### src/hw/ccr_cfg.svh
// Register offsets, field positions and reset values of the calibration bank
`ifndef CCR_CFG_SVH
`define CCR_CFG_SVH
`define CCR_IDX_CH0_OFFSET_HIGH 5'h0a
`define CCR_IDX_CH0_OFFSET_LOW  5'h0b
`define CCR_IDX_CH0_GAIN_HIGH   5'h0c
`define CCR_IDX_CH0_GAIN_LOW    5'h0d
`define CCR_IDX_CH1_CONFIG      5'h0e
`define CCR_IDX_CH1_OFFSET_HIGH 5'h0f
`define CCR_IDX_CH1_OFFSET_LOW  5'h10
`define CCR_IDX_CH1_GAIN_HIGH   5'h11
`define CCR_IDX_CH1_GAIN_LOW    5'h12
`define CCR_IDX_GLOBAL_DC       5'h08
`define CCR_RST_OFFSET_HIGH     16'h0000
`define CCR_RST_GAIN_HIGH       16'h8000
`define CCR_RST_LOW_BYTE        8'h00
`define CCR_RST_CONFIG          16'h0000
`define CCR_RST_DC_COEFF        4'h0
`define CCR_RST_PHASE           10'h000
`define CCR_RST_BYPASS          1'b0
`define CCR_RST_MUX             2'b00
`define CCR_CFG_PHASE_MSB       15
`define CCR_CFG_PHASE_LSB       6
`define CCR_CFG_BYPASS_BIT      2
`define CCR_CFG_MUX_MSB         1
`define CCR_CFG_MUX_LSB         0
`endif

### src/hw/ccr_pkg.sv
// Types of the calibration register bank
package ccr_pkg;
  typedef enum logic [1:0] {
    CCR_IN_PINS     = 2'b00,
    CCR_IN_SHORTED  = 2'b01,
    CCR_IN_TEST_POS = 2'b10,
    CCR_IN_TEST_NEG = 2'b11
  } ccr_input_type;
endpackage

### src/hw/ccr_regs.sv
// Channel configuration and calibration register bank on AHB-Lite
// What this block does
// - Offset is 24 bits; high offset word holds bits 23:8 entirely.
// - Low offset bits sit in 15:8 of low word; 7:0 read zero.
// - High offset word resets to zero.
// - Gain is 24 bits; high gain word holds bits 23:8 entirely.
// - Low gain bits sit in 15:8 of low word; 7:0 read zero.
// - High gain word resets to 8000h; low gain word resets to zero.
// - Config bits 15:6 hold signed ten-bit phase delay, reset zero.
// - Config bit 2 set bypasses DC filter for the channel only.
// - Config bits 1:0 select pins, shorted, positive or negative test.
// - Config bits 5:3 read zero; config resets to zero.
// - Channel 1 takes word addresses Eh through 12h.
// - Global four-bit DC setting: zero disables, else coefficient halves.
`timescale 1ns/100ps
`default_nettype none
`include "ccr_cfg.svh"
module ccr_regs
  import ccr_pkg::*;
(
  input  wire logic        hclk,
  input  wire logic        hresetn,
  input  wire logic        hsel,
  input  wire logic [31:0] haddr,
  input  wire logic [1:0]  htrans,
  input  wire logic        hwrite,
  input  wire logic [2:0]  hsize,
  input  wire logic [31:0] hwdata,
  input  wire logic        hready,
  output logic      [31:0] hrdata,
  output logic             hreadyout,
  output logic             hresp,
  output logic      [23:0] ch0_offset,
  output logic      [23:0] ch0_gain,
  output logic      [23:0] ch1_offset,
  output logic      [23:0] ch1_gain,
  output logic signed [9:0] ch1_phase_delay,
  output logic             ch1_dc_filter_active,
  output var ccr_input_type ch1_input_select,
  output logic      [4:0]  ch1_dc_shift
);
  logic [15:0] ch0_offset_high;
  logic [7:0]  ch0_offset_low_bits;
  logic [15:0] ch0_gain_high_bits;
  logic [7:0]  ch0_gain_low_bits;
  logic [9:0]  phase;
  logic        ch1_dc_filter_bypass;
  logic [1:0]  mux;
  logic [15:0] ch1_offset_high_bits;
  logic [7:0]  ch1_offset_low_bits;
  logic [15:0] ch1_gain_high_bits;
  logic [7:0]  ch1_gain_low_bits;
  logic [3:0]  global_dc_filter_coeff;
  logic        wr_pend;
  logic [4:0]  wr_idx;
  logic [15:0] next_rdata;
  logic [4:0]  a_idx;
  logic        take;
  logic        rd_clash;
  logic        rd_stall;
  logic [4:0]  rd_idx;
  logic        rd_mapped;
  logic [4:0]  sel_idx;
  logic        sel_mapped;

  assign a_idx      = haddr[6:2];
  assign take       = hsel && hready && htrans[1];
  assign rd_clash   = take && !hwrite && wr_pend;
  assign sel_idx    = rd_stall ? rd_idx : a_idx;
  assign sel_mapped = rd_stall ? rd_mapped : (haddr[31:7] == 25'h0000000);

  // A read meeting a write in its data phase would see the old word:
  // one wait state lets the write land before the read data is loaded
  always_ff @(posedge hclk or negedge hresetn) begin
    if (!hresetn) begin
      rd_stall  <= 1'b0;
      rd_idx    <= 5'h00;
      rd_mapped <= 1'b0;
    end else begin
      rd_stall  <= rd_clash;
      rd_idx    <= a_idx;
      rd_mapped <= (haddr[31:7] == 25'h0000000);
    end
  end

  // Write intent captured in address phase, applied in data phase
  always_ff @(posedge hclk or negedge hresetn) begin
    if (!hresetn) begin
      wr_pend <= 1'b0;
      wr_idx  <= 5'h00;
    end else begin
      wr_pend <= take && hwrite && (haddr[31:7] == 25'h0000000);
      wr_idx  <= a_idx;
    end
  end

  always_ff @(posedge hclk or negedge hresetn) begin
    if (!hresetn) begin
      ch0_offset_high        <= `CCR_RST_OFFSET_HIGH;
      ch0_offset_low_bits    <= `CCR_RST_LOW_BYTE;
      ch0_gain_high_bits     <= `CCR_RST_GAIN_HIGH;
      ch0_gain_low_bits      <= `CCR_RST_LOW_BYTE;
      phase                  <= `CCR_RST_PHASE;
      ch1_dc_filter_bypass   <= `CCR_RST_BYPASS;
      mux                    <= `CCR_RST_MUX;
      ch1_offset_high_bits   <= `CCR_RST_OFFSET_HIGH;
      ch1_offset_low_bits    <= `CCR_RST_LOW_BYTE;
      ch1_gain_high_bits     <= `CCR_RST_GAIN_HIGH;
      ch1_gain_low_bits      <= `CCR_RST_LOW_BYTE;
      global_dc_filter_coeff <= `CCR_RST_DC_COEFF;
    end else if (wr_pend) begin
      // Reserved bits are never stored
      case (wr_idx)
        `CCR_IDX_CH0_OFFSET_HIGH: ch0_offset_high <= hwdata[15:0];
        `CCR_IDX_CH0_OFFSET_LOW:  ch0_offset_low_bits <= hwdata[15:8];
        `CCR_IDX_CH0_GAIN_HIGH:   ch0_gain_high_bits <= hwdata[15:0];
        `CCR_IDX_CH0_GAIN_LOW:    ch0_gain_low_bits <= hwdata[15:8];
        `CCR_IDX_CH1_CONFIG: begin
          phase                <= hwdata[`CCR_CFG_PHASE_MSB:`CCR_CFG_PHASE_LSB];
          ch1_dc_filter_bypass <= hwdata[`CCR_CFG_BYPASS_BIT];
          mux                  <= hwdata[`CCR_CFG_MUX_MSB:`CCR_CFG_MUX_LSB];
        end
        `CCR_IDX_CH1_OFFSET_HIGH: ch1_offset_high_bits <= hwdata[15:0];
        `CCR_IDX_CH1_OFFSET_LOW:  ch1_offset_low_bits <= hwdata[15:8];
        `CCR_IDX_CH1_GAIN_HIGH:   ch1_gain_high_bits <= hwdata[15:0];
        `CCR_IDX_CH1_GAIN_LOW:    ch1_gain_low_bits <= hwdata[15:8];
        `CCR_IDX_GLOBAL_DC:       global_dc_filter_coeff <= hwdata[3:0];
        default: ;
      endcase
    end
  end

  always_comb begin
    next_rdata = 16'h0000;
    case (sel_idx)
      `CCR_IDX_CH0_OFFSET_HIGH: next_rdata = ch0_offset_high;
      `CCR_IDX_CH0_OFFSET_LOW:  next_rdata = {ch0_offset_low_bits, 8'h00};
      `CCR_IDX_CH0_GAIN_HIGH:   next_rdata = ch0_gain_high_bits;
      `CCR_IDX_CH0_GAIN_LOW:    next_rdata = {ch0_gain_low_bits, 8'h00};
      `CCR_IDX_CH1_CONFIG:      next_rdata = {phase, 3'b000, ch1_dc_filter_bypass, mux};
      `CCR_IDX_CH1_OFFSET_HIGH: next_rdata = ch1_offset_high_bits;
      `CCR_IDX_CH1_OFFSET_LOW:  next_rdata = {ch1_offset_low_bits, 8'h00};
      `CCR_IDX_CH1_GAIN_HIGH:   next_rdata = ch1_gain_high_bits;
      `CCR_IDX_CH1_GAIN_LOW:    next_rdata = {ch1_gain_low_bits, 8'h00};
      `CCR_IDX_GLOBAL_DC:       next_rdata = {12'h000, global_dc_filter_coeff};
      default:                  next_rdata = 16'h0000;
    endcase
    if (!sel_mapped) begin
      next_rdata = 16'h0000;
    end
  end

  // Read data registered at the address phase; OKAY, waits only on a clash
  always_ff @(posedge hclk or negedge hresetn) begin
    if (!hresetn) begin
      hrdata    <= 32'h00000000;
      hreadyout <= 1'b1;
      hresp     <= 1'b0;
    end else begin
      hreadyout <= !rd_clash;
      hresp     <= 1'b0;
      if (rd_stall || (take && !hwrite && !wr_pend)) begin
        hrdata <= {16'h0000, next_rdata};
      end
    end
  end

  // Calibration words and channel controls to the filter datapath
  always_ff @(posedge hclk or negedge hresetn) begin
    if (!hresetn) begin
      ch0_offset           <= 24'h000000;
      ch0_gain             <= 24'h800000;
      ch1_offset           <= 24'h000000;
      ch1_gain             <= 24'h800000;
      ch1_phase_delay      <= 10'sh000;
      ch1_dc_filter_active <= 1'b0;
      ch1_input_select     <= CCR_IN_PINS;
      ch1_dc_shift         <= 5'h00;
    end else begin
      ch0_offset           <= {ch0_offset_high, ch0_offset_low_bits};
      ch0_gain             <= {ch0_gain_high_bits, ch0_gain_low_bits};
      ch1_offset           <= {ch1_offset_high_bits, ch1_offset_low_bits};
      ch1_gain             <= {ch1_gain_high_bits, ch1_gain_low_bits};
      ch1_phase_delay      <= $signed(phase);
      // Active only if globally enabled and not bypassed locally
      ch1_dc_filter_active <= (global_dc_filter_coeff != 4'h0) && !ch1_dc_filter_bypass;
      ch1_input_select     <= ccr_input_type'(mux);
      // Coefficient 2^-(coeff+1): 1/4 at 0001b down to 1/65536 at 1111b
      ch1_dc_shift         <= (global_dc_filter_coeff == 4'h0) ? 5'h00
                              : 5'({1'b0, global_dc_filter_coeff} + 5'h01);
    end
  end
endmodule
`default_nettype wire

### config.mk
export PLATFORM = sky130hd
export DESIGN_NAME = ccr_regs
export DESIGN_NICKNAME = d
export VERILOG_FILES = /design/src/hw/ccr_pkg.sv /design/src/hw/ccr_regs.sv
export VERILOG_INCLUDE_DIRS = /design/src /design/src/hw
export SDC_FILE = /design/constraint.sdc
export NUM_CORES = 1
export LEC_CHECK = 0
export BUFFER_PORTS_ARGS = -buffer_cell sky130_fd_sc_hd__buf_2
export CAP_MARGIN = 20
export CELL_PAD_IN_SITES_DETAIL_PLACEMENT = 1
export CELL_PAD_IN_SITES_GLOBAL_PLACEMENT = 2
export CORE_MARGIN = 4
export CORE_UTILIZATION = 33
export CTS_CLUSTER_SIZE = 8
export DETAILED_ROUTE_END_ITERATION = 16
export PLACE_DENSITY_LB_ADDON = 0.08
export SYNTH_ARGS = -nofsm -noshare
export SYNTH_HDL_FRONTEND = slang
export SYNTH_SLANG_ARGS = --single-unit
### constraint.sdc
create_clock -name hclk -period 2 [get_ports hclk]
set_clock_uncertainty 0.2 [all_clocks]
set_input_delay 0.3 -clock hclk [delete_from_list [all_inputs] [get_ports hclk]]
set_output_delay 0.3 -clock hclk [all_outputs]
set_load 0.05 [all_outputs]
==> results.sh <==
export IMPL_switching_share_pct=24.7
export IMPL_cts_root_buf="clkbuf_16"
export IMPL_syn_area_per_cell_um2=14.9
export IMPL_maxCapViolCount=0
export IMPL_fin_ws_ns=-0.214
export IMPL_path_class="flop to flop"
export IMPL_grt_pass1_vias=7671
export IMPL_fp_dieArea_mm2=0.0317
export IMPL_dr_pass1_iters=5
export IMPL_postRouteAntennaNets=0
export IMPL_setup_viol=54
export IMPL_mostFrequentLayoutCell="dfrtp_1"
export IMPL_cpMaxStageDelayCell="dfrtp_2"
export IMPL_num_io_pins=222
export IMPL_grt_overflow_total=0
export IMPL_synth_fa_ha_area_share_pct=0.263
export IMPL_yosys_area_share_simple_pct=6.50
export IMPL_synthMuxAreaShare_pct=13.8
export IMPL_required_ns=2.19
export IMPL_synth_warnings=0
export IMPL_dp_cells=1269
export IMPL_hold_ws_ns=0.0199
export IMPL_critPathLaunchType="flop"
export IMPL_path_clk_slew_ns=0.06
export IMPL_die_y_um=178
export IMPL_min_delay_path_depth=2
export IMPL_synth_ff_type="dfrtp_1"
export IMPL_rr_worst_depth=7
export IMPL_cts_tree="yes"
export IMPL_dpl_hpwl_um=22200
export IMPL_viasPerCell=4.99
export IMPL_cp_max_fo=7
export IMPL_gp_congestion=0.821
export IMPL_cts_num_sinks=252
export IMPL_drive_gt1_share_pct=52.4
export IMPL_arrival_ns=2.41
export IMPL_final_cells=1368
export IMPL_synthCells=641
export IMPL_syn_to_final_growth_pct=42.3
export IMPL_num_vias=6829
export IMPL_switchingPower_mw=3.00
export IMPL_hold_viol=0
export IMPL_htreeDepth=2
export IMPL_synth_distinct_cells=70
export IMPL_row_count=61
export IMPL_final_area_mm2=0.0136
export IMPL_outcome="complete, but fails checks"
export IMPL_power_mw=12.2
export IMPL_synth_edf_count=0
export IMPL_synth_async_reset_ratio_pct=100
export IMPL_cell_internal_pwr_mw=9.15
export IMPL_clockBufferDepth=3
export IMPL_seqPwrFrac_pct=44.1
export IMPL_synth_xor_area_share_pct=0.0919
export IMPL_synth_seq_area_share_pct=66.2
export IMPL_final_cell_mix="dfrtp_1, buf_2, mux2_2, buf_4, mux2_4"
export IMPL_netlist_area_mm2=0.00953
export IMPL_place_area_mm2=0.0116
export IMPL_core_region_area_mm2=0.0282
export IMPL_grt_max_degree=49
export IMPL_hold_path_class="input pin to flop"
export IMPL_drt_initial_drc_count=348
export IMPL_pwr_share_comb_pct=8.5
export IMPL_wl_per_cell_um=23.7
export IMPL_initial_core_util_pct=33.8
export IMPL_grt_pass1_wl_um=47900
export IMPL_clk_latency_ns=0.52
export IMPL_grtUsageTotal_pct=20.1
export IMPL_ys_ff_latch=252
export IMPL_power_leakage_nw=6.44
export IMPL_cts_buffers=37
export IMPL_post_route_period_util_pct=111
export IMPL_synth_top_family_by_area="multiplexers"
export IMPL_max_stage_delay_ns=0.44
export IMPL_grt_setup_unrepaired="true"
export IMPL_ir_drop_v=0.000468
export IMPL_min_period_ns=2.21
export IMPL_postRouteWirelength_um=32400
export IMPL_layout_nets=1042
export IMPL_max_clock_freq_mhz=452
export IMPL_die_w_um=178
export IMPL_antenna_found_initial=2
export IMPL_pre_cts_ws_ns=-0.275
export IMPL_synth_compound_area_share_pct=9.58
export IMPL_p_clk_share_pct=47.4
export IMPL_endpoint_kind="flop"
export IMPL_drc=0
export IMPL_slew_viol_final=0
export IMPL_violations="setup timing"
export IMPL_numPortBuffers=182
export IMPL_crit_chain="buf_6 > and4b_2 > or2_4 > buf_12 > a32o_2 > nor4b_2 > o21ai_1"
export IMPL_powerDensity_mw_per_mm2=896
synth_stat cells, types with 4 or more instances:
cell      instances  area share, %
dfrtp_1         247             65
nor4_1            5           0.33
nor2_1           13           0.51
o21ai_0          28            1.5
a22oi_1           8           0.63
a222oi_1          6           0.63
o21ai_1          10           0.53
dfstp_2           5            1.4
clkbuf_1          9           0.35
nand3_1           7           0.37
buf_4            19            1.5
a21oi_1          14           0.74
nand2_1          25           0.98
and3b_1           4           0.37
inv_1             6           0.24
buf_2            10           0.53
buf_6             4           0.47
mux2_2          114             13
a32o_1           10            1.1
nor4b_2           4           0.63
o211ai_1         12           0.95
nand2b_1          5           0.33
a32oi_1           6           0.55
worst paths after layout:
path	slack [ns]	endpoint	startpoint
max in group asynchronous	0.80	ch0_gain[23]$_DFF_PN1_	hresetn
worst max-delay path	-0.21	hrdata[15]$_DFFE_PN0P_	rd_stall$_DFF_PN0_
worst min register to register	0.19	ch1_gain[7]$_DFF_PN0_	ch1_gain_low_bits[7]$_DFFE_PN0P_
min in group asynchronous	0.11	ch1_dc_shift[2]$_DFF_PN0_	hresetn
worst max register to register	-0.21	hrdata[15]$_DFFE_PN0P_	rd_stall$_DFF_PN0_
worst min-delay path	0.02	ch1_gain_low_bits[4]$_DFFE_PN0P_	hwdata[12]
power by group through the flow:
stage,logic (mW),registers (mW),clock network [mW]
2_1_floorplan,0.285,5.67,0
6_report,1.03,5.36,5.75
3_5_place_dp,0.963,5.44,0
3_3_place_gp,0.942,5.44,0
5_1_grt,1.10,5.38,6.13
4_1_cts,1.03,5.36,5.88
state kept, by name, summed over array words and instances (netlist names), 10 cells and up:
signal and count:
ch0_gain 24, ch0_offset 24, ch1_gain 24, ch1_offset 24, ch0_gain_high_bits 16, ch0_offset_high 16, ch1_gain_high_bits 16, ch1_offset_high_bits 16
hrdata 16, ch1_phase_delay 10, phase 10
area by class of cell:
type                    count  area, um2
repair buffers            315       2340
fillers                  2839      14600
well taps                 378        473
inverters                   6       22.5
clock buffers              58       1000
clock inverters             4       71.3
multi-input cells         354       3340
flip-flops and latches    252       6320
diodes                      1       2.50
metal layers:
layer	part of all wire, %	global-route usage (%)	vias up	wire [um]
met3	4.6	3.32	57	1490
met1	43	27.0	3573	14000
li1	-	-	2994	-
met5	0.040	0	-	13
met2	50	33.9	203	16100
met4	2.4	5.45	2	775
cell families (layout without fill, tap and decap cells):
logic type      Yosys count  count (layout)
fa+ha+maj                 2               2
xor+xnor                  1               1
flops                   252             252
other cells               1              18
mux                     117             117
simple gates             95              95
compound gates          122             122
buf+inv                  51             383
worst max-delay path, delay by kind of cell, from the launching register on:
family / cells / cell delay, ns
buf+inv: 2 / 0.30
compound gates: 2 / 0.36
flops: 1 / 0.44
simple gates: 3 / 0.78
timing repair:
item / 4_1_cts / 5_1_grt
endpoints found under the hold margin: 347 / 0
setup buffers: 5 / 4
cloned: 2 / 4
pin swaps: 7 / 21
hold buffers: 22 / 0
resized for setup: 60 / 66
setup endpoints to repair: 59 / 95
metrics by stage:
step | setup TNS [ns] | utilization, %
after floorplan | -0.654 | -
after global placement | -4.64 | 41.2
after CTS | -3.07 | 46.9
after detailed placement | -6.01 | 41.2
after global routing | -8.66 | 48.2
final | -4.93 | 48.2
Power figures use the tool's default switching activity.
